[config.mk]
export PLATFORM = sky130hd
export DESIGN_NAME = bms_sequencer
export DESIGN_NICKNAME = d
export VERILOG_FILES = /design/src/common/bms_pkg.sv /design/src/design/bms_sequencer.sv /design/src/design/bms_tick_gen.sv
export SDC_FILE = /design/constraint.sdc
export NUM_CORES = 1
export LEC_CHECK = 0
export ABC_AREA = 1
export BUFFER_PORTS_ARGS = -buffer_cell sky130_fd_sc_hd__buf_2
export CAP_MARGIN = 0
export CELL_PAD_IN_SITES_DETAIL_PLACEMENT = 1
export CELL_PAD_IN_SITES_GLOBAL_PLACEMENT = 1
export CORE_MARGIN = 2
export CORE_UTILIZATION = 37
export CTS_CLUSTER_DIAMETER = 150
export CTS_CLUSTER_SIZE = 8
export DETAILED_ROUTE_END_ITERATION = 10
export HOLD_SLACK_MARGIN = 0.1
export PLACE_DENSITY = 0.79
export SLEW_MARGIN = 0
export SYNTH_ARGS = -nofsm -noshare
export SYNTH_HDL_FRONTEND = slang
export SYNTH_HIERARCHICAL = 1
export SYNTH_SLANG_ARGS = --single-unit
export TNS_END_PERCENT = 30
[constraint.sdc]
create_clock -name i_clk -period 1.41 [get_ports i_clk]
set_input_delay 0.423 -clock i_clk [delete_from_list [all_inputs] [get_ports i_clk]]
set_output_delay 0.423 -clock i_clk [all_outputs]
set_load 0.1 [all_outputs]
[src/common/bms_pkg.sv]
`default_nettype none

package bms_pkg;

	// ************************************************************
	// Clock and timebase
	// ************************************************************
	localparam int unsigned CLK_HZ       = 10_000_000;
	localparam int unsigned TICK_MS      = 100;
	localparam int unsigned TICK_CYCLES  = TICK_MS * (CLK_HZ / 1000);
	localparam int unsigned FLASH_HALF_MS = 500;
	localparam int unsigned FLASH_TICKS  = FLASH_HALF_MS / TICK_MS;

	// ************************************************************
	// Sequence times
	// ************************************************************
	localparam int unsigned CLOSE_DELAY_S   = 2;
	localparam int unsigned CLOSE_DELAY_TICKS = CLOSE_DELAY_S * 1000 / TICK_MS;
	localparam int unsigned YELLOW_S      = 2;
	localparam int unsigned YELLOW_TICKS  = YELLOW_S * 1000 / TICK_MS;
	localparam int unsigned HORN_S        = 10;
	localparam logic [7:0]  HORN_TICKS_RST = 8'(HORN_S * 1000 / TICK_MS);

	// ************************************************************
	// Register map
	// ************************************************************
	localparam logic [3:0] ADDR_CTRL   = 4'h0;
	localparam logic [3:0] ADDR_HORN   = 4'h4;
	localparam logic [3:0] ADDR_STATUS = 4'h8;

	localparam int unsigned CTRL_RST_WIGWAG = 0;
	localparam int unsigned CTRL_WIGWAG_TL  = 1;
	localparam int unsigned CTRL_SPAN_BOTH  = 2;
	localparam int unsigned CTRL_MULTI_BAR  = 3;
	localparam logic [3:0]  CTRL_RST        = 4'h1;

	localparam int unsigned STAT_SIG_LSB   = 0;
	localparam int unsigned STAT_ACTIVE    = 2;
	localparam int unsigned STAT_CLOSE_REQ = 3;
	localparam int unsigned STAT_MODE_LSB  = 4;
	localparam int unsigned STAT_HORN      = 6;

	// ************************************************************
	// Types
	// ************************************************************
	typedef enum logic [1:0] {MODE_EMERG, MODE_TEST, MODE_LOCAL} bms_mode_t;
	typedef enum logic [1:0] {SIG_DARK, SIG_YELLOW, SIG_RED} bms_sig_t;

endpackage

`default_nettype wire

[src/design/bms_sequencer.sv]
// The register addresses and the address-and-strobe port were decided locally.
`timescale 1ns/1ps
`default_nettype none

module bms_sequencer
	import bms_pkg::*;
#(
	parameter int unsigned NUM_STATIONS = 4,
	parameter int unsigned NUM_BARRIERS = 1,
	parameter int unsigned TICK_DIV     = TICK_CYCLES,
	parameter int unsigned FLASH_DIV    = FLASH_TICKS
) (
	input  wire logic                    i_clk,
	input  wire logic                    i_rst_n,
	// Register port
	input  wire logic [3:0]              i_addr,
	input  wire logic [31:0]             i_wdata,
	input  wire logic                    i_wr,
	input  wire logic                    i_rd,
	output logic [31:0]                  o_rdata,
	// Panels and field inputs
	input  wire logic [1:0]              i_mode_sel,
	input  wire logic [NUM_STATIONS-1:0] i_emergency_close_station,
	input  wire logic                    i_emergency_latch_clear,
	input  wire logic                    i_master_open,
	input  wire logic                    i_master_close,
	input  wire logic                    i_local_key,
	input  wire logic                    i_local_open,
	input  wire logic                    i_local_close,
	input  wire logic                    i_detector_entry,
	input  wire logic                    i_detector_exit,
	input  wire logic [NUM_BARRIERS-1:0] i_barrier_open,
	input  wire logic                    i_span_inhibit,
	// Field outputs
	output logic                         o_beacon_yellow,
	output logic                         o_beacon_red_a,
	output logic                         o_beacon_red_b,
	output logic                         o_pavement_red,
	output logic                         o_wigwag,
	output logic                         o_horn,
	output logic                         o_emergency_close,
	output logic                         o_barrier_open_cmd,
	output logic                         o_barrier_close_cmd,
	output logic [NUM_STATIONS-1:0]      o_station_ind,
	output logic                         o_span_inhibit
);

	// ************************************************************
	// State
	// ************************************************************
	typedef struct packed {
		bms_sig_t                sig;
		bms_mode_t               mode_prev;
		logic [7:0]              tmr;
		logic                    delay_run;
		logic [7:0]              horn_cnt;
		logic [7:0]              horn_ticks;
		logic                    active;
		logic                    close_req;
		logic [NUM_STATIONS-1:0] pressed;
		logic                    wigwag;
		logic [3:0]              ctrl;
		logic                    close_out;
		logic                    open_cmd;
		logic                    close_cmd;
		logic                    yel;
		logic                    red_a;
		logic                    red_b;
		logic                    pave;
		logic [NUM_STATIONS-1:0] ind;
		logic                    span_out;
		logic [31:0]             rdata;
	} bms_state_t;

	bms_state_t r_reg;
	bms_state_t r_next;

	logic tick;
	logic flash;

	// ************************************************************
	// Timebase
	// ************************************************************
	bms_tick_gen #(
		.TICK_DIV  (TICK_DIV),
		.FLASH_DIV (FLASH_DIV)
	) u_tick (
		.i_clk   (i_clk),
		.i_rst_n (i_rst_n),
		.o_tick  (tick),
		.o_flash (flash)
	);

	// Unused selector code 3 falls back to local, which never arms the emergency close
	function automatic bms_mode_t decode_mode(input logic [1:0] sel);
		case (sel)
			2'h0: decode_mode = MODE_EMERG;
			2'h1: decode_mode = MODE_TEST;
			default: decode_mode = MODE_LOCAL;
		endcase
	endfunction

	// ************************************************************
	// Next state
	// ************************************************************
	always_comb begin
		bms_mode_t mode;
		logic      multi_local;
		logic      armed;
		logic      press;
		logic      all_open;
		logic      move_ok;
		logic      dets_clear;
		mode        = decode_mode(i_mode_sel);
		multi_local = (mode == MODE_LOCAL) && r_reg.ctrl[CTRL_MULTI_BAR];
		armed       = (mode == MODE_EMERG) && !i_span_inhibit;
		press       = |i_emergency_close_station;
		all_open    = &i_barrier_open;
		dets_clear  = !i_detector_entry && !i_detector_exit;
		move_ok     = 1'b0;
		r_next      = r_reg;
		r_next.rdata = '0;
		r_next.mode_prev = mode;

		// Timer runs on the slow tick only
		if (tick && (r_reg.tmr != 8'h0)) begin
			r_next.tmr = r_reg.tmr - 8'h1;
		end
		if (tick && (r_reg.horn_cnt != 8'h0)) begin
			r_next.horn_cnt = r_reg.horn_cnt - 8'h1;
		end

		// Expiry of the shared 2 s timer ends yellow and the close delay
		if (r_reg.tmr == 8'h0) begin
			if (r_reg.sig == SIG_YELLOW) begin
				r_next.sig = SIG_RED;
			end
			if (r_reg.delay_run) begin
				r_next.delay_run = 1'b0;
				r_next.close_req = 1'b1;
			end
		end

		// Entry to test, or to local without the multi-barrier bit, starts the beacon cycle from dark
		if ((mode != r_reg.mode_prev) && (r_reg.sig == SIG_DARK) &&
			((mode == MODE_TEST) || ((mode == MODE_LOCAL) && !r_reg.ctrl[CTRL_MULTI_BAR]))) begin
			r_next.sig = SIG_YELLOW;
			r_next.tmr = 8'(YELLOW_TICKS);
		end

		// Keyed reset drops the latch; the wig-wags only if so configured
		if (i_emergency_latch_clear) begin
			r_next.active    = 1'b0;
			r_next.close_req = 1'b0;
			r_next.delay_run = 1'b0;
			r_next.pressed   = '0;
			if (r_reg.ctrl[CTRL_RST_WIGWAG]) begin
				r_next.wigwag = 1'b0;
			end
		end

		// Activation placed after the clear so a new press is not lost
		if (armed && press && !r_reg.active) begin
			r_next.active    = 1'b1;
			r_next.pressed   = i_emergency_close_station;
			r_next.wigwag    = 1'b1;
			r_next.horn_cnt  = r_reg.horn_ticks;
			r_next.delay_run = 1'b1;
			r_next.tmr       = 8'(CLOSE_DELAY_TICKS);
			if (r_reg.sig == SIG_DARK) begin
				r_next.sig = SIG_YELLOW;
			end
		end else if (r_reg.active && press) begin
			r_next.pressed = r_reg.pressed | i_emergency_close_station;
		end

		// Return to dark needs every barrier open and the selector in emergency
		if ((r_reg.sig == SIG_RED) && (mode == MODE_EMERG) && all_open && !r_reg.active) begin
			r_next.sig    = SIG_DARK;
			r_next.wigwag = 1'b0;
		end

		// Optional wig-wags in test or in single-barrier local
		if (r_reg.ctrl[CTRL_WIGWAG_TL] && (mode != MODE_EMERG) && (r_reg.sig != SIG_DARK) && !multi_local) begin
			r_next.wigwag = 1'b1;
		end

		// Emergency close held only while both detectors are clear
		r_next.close_out = r_next.close_req && dets_clear;

		// Button gating by mode; emergency lockout overrides everything
		move_ok = !r_reg.active &&
			(((mode == MODE_TEST) && (r_reg.sig == SIG_RED)) ||
			((mode == MODE_LOCAL) && i_local_key &&
			(r_reg.ctrl[CTRL_MULTI_BAR] || (r_reg.sig == SIG_RED))));
		case (mode)
			MODE_TEST: begin
				r_next.open_cmd  = move_ok && i_master_open;
				r_next.close_cmd = move_ok && i_master_close;
			end
			MODE_LOCAL: begin
				r_next.open_cmd  = move_ok && i_local_open;
				r_next.close_cmd = move_ok && i_local_close;
			end
			default: begin
				r_next.open_cmd  = 1'b0;
				r_next.close_cmd = 1'b0;
			end
		endcase

		// Lamp drive from the signal state and the flash phase
		r_next.yel   = (r_next.sig == SIG_YELLOW);
		r_next.red_a = (r_next.sig == SIG_RED) && flash;
		r_next.red_b = (r_next.sig == SIG_RED) && !flash;
		r_next.pave  = (r_next.sig == SIG_RED) && flash && !multi_local;
		r_next.ind   = '0;
		if (r_next.active) begin
			r_next.ind = ~r_next.pressed | (r_next.pressed & {NUM_STATIONS{flash}});
		end
		r_next.span_out = r_reg.ctrl[CTRL_SPAN_BOTH] && (mode != MODE_EMERG);

		// Register writes
		if (i_wr) begin
			case (i_addr)
				ADDR_CTRL: r_next.ctrl = i_wdata[3:0];
				ADDR_HORN: r_next.horn_ticks = i_wdata[7:0];
				default: ;
			endcase
		end

		// Register reads, data one cycle later; unmapped reads zero
		if (i_rd) begin
			case (i_addr)
				ADDR_CTRL: r_next.rdata = {28'h0, r_reg.ctrl};
				ADDR_HORN: r_next.rdata = {24'h0, r_reg.horn_ticks};
				ADDR_STATUS: begin
					r_next.rdata[STAT_SIG_LSB +: 2]  = r_reg.sig;
					r_next.rdata[STAT_ACTIVE]        = r_reg.active;
					r_next.rdata[STAT_CLOSE_REQ]     = r_reg.close_req;
					r_next.rdata[STAT_MODE_LSB +: 2] = r_reg.mode_prev;
					r_next.rdata[STAT_HORN]          = (r_reg.horn_cnt != 8'h0);
				end
				default: r_next.rdata = '0;
			endcase
		end
	end

	// ************************************************************
	// Registers
	// ************************************************************
	always_ff @(posedge i_clk or negedge i_rst_n) begin
		if (!i_rst_n) begin
			r_reg            <= '0;
			r_reg.horn_ticks <= HORN_TICKS_RST;
			r_reg.ctrl       <= CTRL_RST;
		end else begin
			r_reg <= r_next;
		end
	end

	// ************************************************************
	// Outputs
	// ************************************************************
	assign o_rdata             = r_reg.rdata;
	assign o_beacon_yellow     = r_reg.yel;
	assign o_beacon_red_a      = r_reg.red_a;
	assign o_beacon_red_b      = r_reg.red_b;
	assign o_pavement_red      = r_reg.pave;
	assign o_wigwag            = r_reg.wigwag;
	assign o_horn              = (r_reg.horn_cnt != 8'h0);
	assign o_emergency_close   = r_reg.close_out;
	assign o_barrier_open_cmd  = r_reg.open_cmd;
	assign o_barrier_close_cmd = r_reg.close_cmd;
	assign o_station_ind       = r_reg.ind;
	assign o_span_inhibit      = r_reg.span_out;

endmodule

`default_nettype wire

[src/design/bms_tick_gen.sv]
`timescale 1ns/1ps
`default_nettype none

module bms_tick_gen
	import bms_pkg::*;
#(
	parameter int unsigned TICK_DIV  = TICK_CYCLES,
	parameter int unsigned FLASH_DIV = FLASH_TICKS
) (
	input  wire logic i_clk,
	input  wire logic i_rst_n,
	output logic      o_tick,
	output logic      o_flash
);

	typedef struct packed {
		logic [31:0] div;
		logic [15:0] half;
		logic        tick;
		logic        flash;
	} bms_tick_st_t;

	bms_tick_st_t r_reg;
	bms_tick_st_t r_next;

	// Divider makes the slow tick; flash toggles every FLASH_DIV ticks
	always_comb begin
		r_next = r_reg;
		r_next.tick = 1'b0;
		if (r_reg.div >= 32'(TICK_DIV - 1)) begin
			r_next.div = '0;
			r_next.tick = 1'b1;
		end else begin
			r_next.div = r_reg.div + 32'h1;
		end
		if (r_reg.tick) begin
			if (r_reg.half >= 16'(FLASH_DIV - 1)) begin
				r_next.half = '0;
				r_next.flash = ~r_reg.flash;
			end else begin
				r_next.half = r_reg.half + 16'h1;
			end
		end
	end

	always_ff @(posedge i_clk or negedge i_rst_n) begin
		if (!i_rst_n) begin
			r_reg <= '0;
		end else begin
			r_reg <= r_next;
		end
	end

	assign o_tick  = r_reg.tick;
	assign o_flash = r_reg.flash;

endmodule

`default_nettype wire

After elaboration in Yosys (flattened, before gate mapping). Index checks and enable logic that the tools add are counted.

Div/mod/pow operators: 0. Equal/unequal tests: 10. Shift operators: 0. Multipliers: 0. Multiplexer cells: 31. $add $sub $neg: 4. Bitwise gates (word level): 5. Reductions and logical operators: 59. $lt $le $gt $ge: 2.

Operators with widths (count): adder 32 x 1 -> 32 bit, second input constant (1); greater-or-equal comparator 32 x 20 -> 1 bit, second input constant (1); 2-to-1 mux 32 bit (1); 2-to-1 mux 8 bit (4); logical AND 1 bit (30); case mux 7 bit (3 select lines) (1); 2-to-1 mux 17 bit (1); adder 16 x 1 -> 16 bit, second input constant (1); greater-or-equal comparator 16 x 3 -> 1 bit, second input constant (1); 2-to-1 mux 16 bit (1); nonzero test 8 bit (2); subtractor 8 x 1 -> 8 bit, second input constant (2); 2-to-1 mux 2 bit (6); 2-to-1 mux 4 bit (3); 2-to-1 mux 1 bit (11); equality test 2 x 1 -> 1 bit, second input constant (4); logical NOT 8 bit (1); bitwise OR 4 bit (2); case mux 2 bit (2 select lines) (2); AND reduction 2 bit (4); nonzero test 4 bit (2); logical NOT 1 bit (7); 2-to-1 mux 7 bit (1); equality test 2 bit, second input constant (3); other kinds (12) (19).

Bits in registers: 134. Bits in latches: 0. Memory bits (read-only): 0. Output and inout bits: 46. Input port bits: 56. Bits in writable memories: 0. Logic and storage cells: 136. Memories kept: 0.

Depth between registers and ports, before layout. Gate-level depths: netlist of the first run.

Depth in word-level cells: 13. Mapped depth: 11. Depth with buffers taken out: 10.

Modules after synthesis. Netlist of the first run, hierarchy kept.

Modules (own cells, without submodules): bms_sequencer (instances 1, area each 3293.2 µm², cells each 397, sequential area each 1506.4 µm²); bms_tick_gen (instances 1, area each 2219.6 µm², cells each 253, sequential area each 1251.2 µm²).

Worst setup path before layout of the first run. OpenSTA, ideal clock, no wires.

Path type: register to output. From: register r_reg[63] (netlist name). To: output o_horn. Data required time: 0.987 ns. Buffers on the path: 0. Cell stages (with the launch flop): 6. Arrival: 1.309 ns. Slack: -0.322 ns. Cell sequence: dfrtp_1 > inv_1 > ha_1 > nand2_1 > nor2_2 > inv_1.

RTL lines: end, declared (line bms_sequencer.sv:40) `output logic o_horn,`.

==> qor.yml, run 1 <==
start_kind: "flop"
die_w_um: 126
synth_ff_type: "dfrtp_1"
io_buffers: 53
violations: "setup timing"
synth.mux.area_fraction: 0.00613
crit_path_end_kind: "output pin"
max_freq_ghz: 0.516
leakage_uw: 0.00378
ios: 102
yosysWarnings: 6
fillCellCount: 1679
root_buffer: "clkbuf_16"
fin_skew_ns: 0.0212
largest_register_ffs: 48
async_flop_share: 1.00
fin_crit_ns: 1.94
hold_viol: 0
design.die.area_um2: 15900
core_area_um2: 14500
gp_congestion: 0.875
clock_path_buffers: 2
post_synth_and_or_nand_nor_area_fraction: 0.261
syn_area_um2: 5510
cp_data_arrival_time_ns: 1.52
path_clk_slew_ns: 0.09
placed_area_um2: 6670
vias: 5082
hold_path_class: "input port to flop"
syn_area_per_cell_um2: 8.48
synth_edf_count: 0
cts_buffers: 9
grt_pass1_wl_um: 27900
critical_path_class: "flop to output pin"
die_h_um: 126
post-route-period-util: 1.38
place_hpwl_um: 10800
grt_usage: 0.223
grt_pass1_vias: 5469
synth_compound_area_frac: 0.0574
first_pass_iters: 5
powerDensity_nw_per_um2: 1470
drive_gt1_frac: 0.372
fp-row-count: 44
clkLatencyLatePin_ns: 0.39
remaining_drc_errors: 0
drt-initial-drc-count: 350
postRouteAntennaNets: 0
clock-sinks: 110
area_delta_synth_final_pct: 40.2
fin_area_um2: 7730
ctsHtreeMaxLevel: 3
initial_core_util: 0.379
ys_seq_area_frac: 0.500
postSynthCellCount: 650
crit_required_ns: 0.99
synth_top_family_by_area: "simple AND/OR/NAND/NOR gates"
dpl.cell_count: 939
setup-violations-final: 52
routed_wl_um: 20100
wl_per_cell_um: 20.4
drv_cap: 0
cp_max_fo: 2
final_cells: 987
slew_viol_final: 0
reg2reg_slack_ns: -0.26
setup_ws_ns: -0.529
vdd_drop_max_uv: 682
grt_setup_unrepaired: "yes"
grt_overflow: 0
mostFrequentLayoutCell: "nand2_1"
antenna_found_initial: 0
outcome: "finished, violations left"
synth_xor_area_frac: 0.0286
layout_common_cells: "nand2_1, dfrtp_1, inv_1"
drt-vias-per-instance: 5.15
grt_max_degree: 50
synth_cell_type_count: 41
final_nets: 861
cts_tree: "yes"
ys_ff_latch: 110
synth_fa_ha_area_frac: 0.0159
n_antenna_cell: 0
[worst max-delay path: stages (launching register included)]
cell and delay, ns:
dfrtp_1 0.41, nor2_2 0.16, nand3_2 0.13, nor2_4 0.16, clkinvlp_4 0.11, buf_12 0.17
[routing by layer]
metal | wire length [µm] | share of wire | global-route usage | vias to the layer above
li1 | - | - | - | 2218
met1 | 7830 | 0.39 | 0.255 | 2599
met2 | 10700 | 0.53 | 0.409 | 201
met3 | 769 | 0.038 | 0.0310 | 64
met4 | 796 | 0.040 | 0.107 | 0
met5 | 0 | 0 | 0 | -
[cell type report]
cell class	instances	area (µm²)	area share
clock buffers	10	239	0.0309
clock inverters	6	105	0.0136
inverters	100	384	0.0497
multi-input cells	431	2560	0.332
flip-flops and latches	110	2760	0.357
well taps	184	230	0.0298
repair buffers	146	1450	0.187
[power breakdown]
part	switching, µW	internal [µW]	leakage [µW]
Combinational	2620	1640	0.00219
Sequential	453	3630	0.00142
Clock	1360	1640	0.000168
Total	4420	6920	0.00378
[synth_stat cells (all sizes together), types with 2 or more instances]
library cell | number | area, µm²
mux2 | 3 | 33.8
inv | 100 | 378
nand3 | 33 | 180
conb | 2 | 7.51
xnor2 | 3 | 26.3
ha | 7 | 87.6
nor3 | 8 | 45.0
clkbuf | 3 | 11.3
o211ai | 8 | 60.1
dfrtp | 106 | 2650
nand4 | 9 | 56.3
a21oi | 10 | 50.1
o21ai | 28 | 163
o22ai | 2 | 12.5
nand2 | 147 | 597
xor2 | 15 | 131
dfstp | 4 | 105
buf | 41 | 324
nor2 | 114 | 539
[worst paths after layout]
path	startpoint	end	cells after the start
max	r_reg[66]	o_horn	5
min	i_detector_entry	o_emergency_close	2
max reg2reg	u_tick/r_reg[28]	u_tick/r_reg[32]	11
min reg2reg	u_tick/r_reg[6]	u_tick/r_reg[6]	2
max in group asynchronous	i_rst_n	r_reg[52]	3
min in group asynchronous	i_rst_n	o_wigwag	2
[stage by stage]
step | setup slack [ns] | TNS [ns] | power, µW | hold slack [ns] | utilization
finish | -0.529 | -7.62 | 11300 | 0.189 | 0.532
global route | -0.554 | -10.63 | 11800 | 0.198 | 0.532
CTS | -0.467 | -3.49 | 10800 | 0.214 | 0.511
detailed placement | -0.232 | -7.56 | 7360 | 0.333 | 0.459
global placement | -0.162 | -4.31 | 7130 | 0.329 | 0.459
floorplan | -0.260 | -0.260 | 6110 | 0.127 | -
[cell families after synthesis]
group | Yosys count
fa+ha+maj | 7
flops | 110
buf+inv | 144
compound gates | 52
xor+xnor | 18
simple gates | 314
mux | 3
other cells | 2
[timing repair]
| action | in CTS | in global routing |
|---|---|---|
| gates cloned | 2 | 1 |
| buffers inserted | 16 | 16 |
| hold buffers | 1 | 0 |
| endpoints found under the setup margin | 47 | 57 |
| gates resized for setup | 64 | 63 |
| endpoints found under the hold margin | 15 | 0 |
| pin swaps | 26 | 33 |
(Power assumes the default switching activity.)
==> run 2, diff against run 1 <==
BUFFER_PORTS_ARGS = -buffer_cell sky130_fd_sc_hd__buf_4   (was -buffer_cell sky130_fd_sc_hd__buf_2)
SLEW_MARGIN = not set   (was 0)
==> run 2 against run 1 <==
The flow still finishes with violations (setup timing). Clock skew shrank 0.014 ns. Sequential share of layout area grew 2.0 points. Cell area shrank 5.3%. Via count shrank 9.0%. Critical endpoint unchanged. Largest cell class unchanged.
==> qor.yml, run 2 (synthesis gave the netlist of run 1 again) <==
root_buffer: "clkbuf_16"
clock-sinks: 110
cts_buffers: 9
grt_max_degree: 44
reg2reg_depth: 11
critical_path_class: "flop to output pin"
die_w_um: 126
setup-violations-final: 33
post-route-period-util: 1.34
vdd_drop_max_uv: 664
reg2reg_from: "u_tick/r_reg[28]"
cts_tree: "yes"
cp_data_arrival_time_ns: 1.47
grt_usage: 0.202
layout_common_cells: "nand2_1, dfrtp_1, buf_4"
fillCellCount: 1716
slew_viol_final: 0
drive_gt1_frac: 0.327
drt-vias-per-instance: 4.79
hold_end: "o_emergency_close"
worstHoldStart: "i_detector_entry"
drt-initial-drc-count: 231
ctsHtreeMaxLevel: 3
largest_register_ffs: 48
fin_skew_ns: 0.00670
clock_path_buffers: 2
slowest_stage: "dfrtp_1"
fin_total_pwr_uw: 10100
cpPeakStageDelay_ns: 0.40
fin_worst_hold_slack_ns: 0.216
path_clk_slew_ns: 0.07
design.die.area_um2: 15900
post-place-ws_ns: -0.225
powerDensity_nw_per_um2: 1370
grt_setup_unrepaired: "yes"
initial_core_util: 0.379
tns_ns: -5.71
grt_pass1_wl_um: 25400
crit_path_end_kind: "output pin"
grt_overflow: 0
postRouteAntennaNets: 0
die_h_um: 126
whs_path_depth: 2
cp_max_fo: 2
leakage_uw: 0.00364
final_util: 0.503
crit_required_ns: 0.99
grt_pass1_vias: 5197
violations: "setup timing"
mostFrequentLayoutCell: "nand2_1"
hold_viol: 0
place_hpwl_um: 10800
final_nets: 840
area_delta_synth_final_pct: 32.7
vias: 4623
path_cells: "inv_2 -> ha_4 -> nand2_4 -> nor2_4 -> clkinvlp_4 -> buf_12"
drv_cap: 0
ios: 102
hold_path_class: "input port to flop"
n_antenna_cell: 0
setup_ws_ns: -0.478
first_pass_iters: 4
wl_per_cell_um: 16.6
max_freq_ghz: 0.530
core_area_um2: 14500
remaining_drc_errors: 0
gp_congestion: 0.849
io_buffers: 53
outcome: "finished, violations left"
reg2reg_to: "u_tick/r_reg[27]"
fin_crit_ns: 1.89
antenna_found_initial: 0
start_kind: "flop"
reg2reg_slack_ns: -0.30
fp-row-count: 44
clkLatencyLatePin_ns: 0.36
routed_wl_um: 16000
==> run 2: worst max-delay path by stage <==
stage	cells past startpoint	slack [ns]	to	from
detailed placement	8	-0.23	r_reg[78]	i_emergency_close_station[3]
global route	6	-0.53	o_horn	r_reg[63]
global placement	5	-0.16	o_horn	r_reg[67]
CTS	6	-0.48	o_horn	r_reg[64]
floorplan	4	-0.26	o_horn	r_reg[67]
finish	6	-0.48	o_horn	r_reg[64]
==> run 2: area by class of cell <==
| cell class | instances | area [µm²] | area share |
|---|---|---|---|
| Tap cell | 184 | 230 | 0.0315 |
| Clock buffer | 10 | 229 | 0.0313 |
| Multi-Input combinational cell | 430 | 2470 | 0.337 |
| Clock inverter | 5 | 37.5 | 0.00513 |
| Timing Repair Buffer | 126 | 1210 | 0.166 |
| Sequential cell | 110 | 2760 | 0.377 |
| Inverter | 100 | 384 | 0.0525 |
==> run 2: routing by layer <==
layer  vias to the layer above  track usage  share of wire
li1                       2179            -              -
met4                         0       0.0821          0.029
met5                         -            0              0
met3                        31       0.0344          0.029
met2                        86        0.384           0.54
met1                      2327        0.221           0.40
==> run 2: critical path, delay by kind of cell, from the launching register on <==
family,cells,cell delay (ns)
buf+inv,3,0.37
simple gates,2,0.18
fa+ha+maj,1,0.14
flops,1,0.40
==> run 2: power breakdown <==
group	total, µW	switching, µW	internal, µW
Combinational	3640	2240	1410
Clock	2380	1190	1190
Sequential	4030	396	3630
Total	10100	3820	6230
==> run 2: per-stage QoR <==
step | cell area, µm² | instances
3_3_place_gp | 6450 | 936
2_1_floorplan | 5650 | 684
4_1_cts | 7070 | 963
3_5_place_dp | 6450 | 936
5_1_grt | 7320 | 965
6_report | 7320 | 965
==> run 2: timing repair <==
action                                  4_1_cts  5_1_grt
hold buffers                                  1        0
buffers inserted                              9        4
resized for setup                            67       58
endpoints found under the setup margin       56       60
cloned                                        2        1
pin swaps                                    14       23
hold endpoints to repair                      4        0
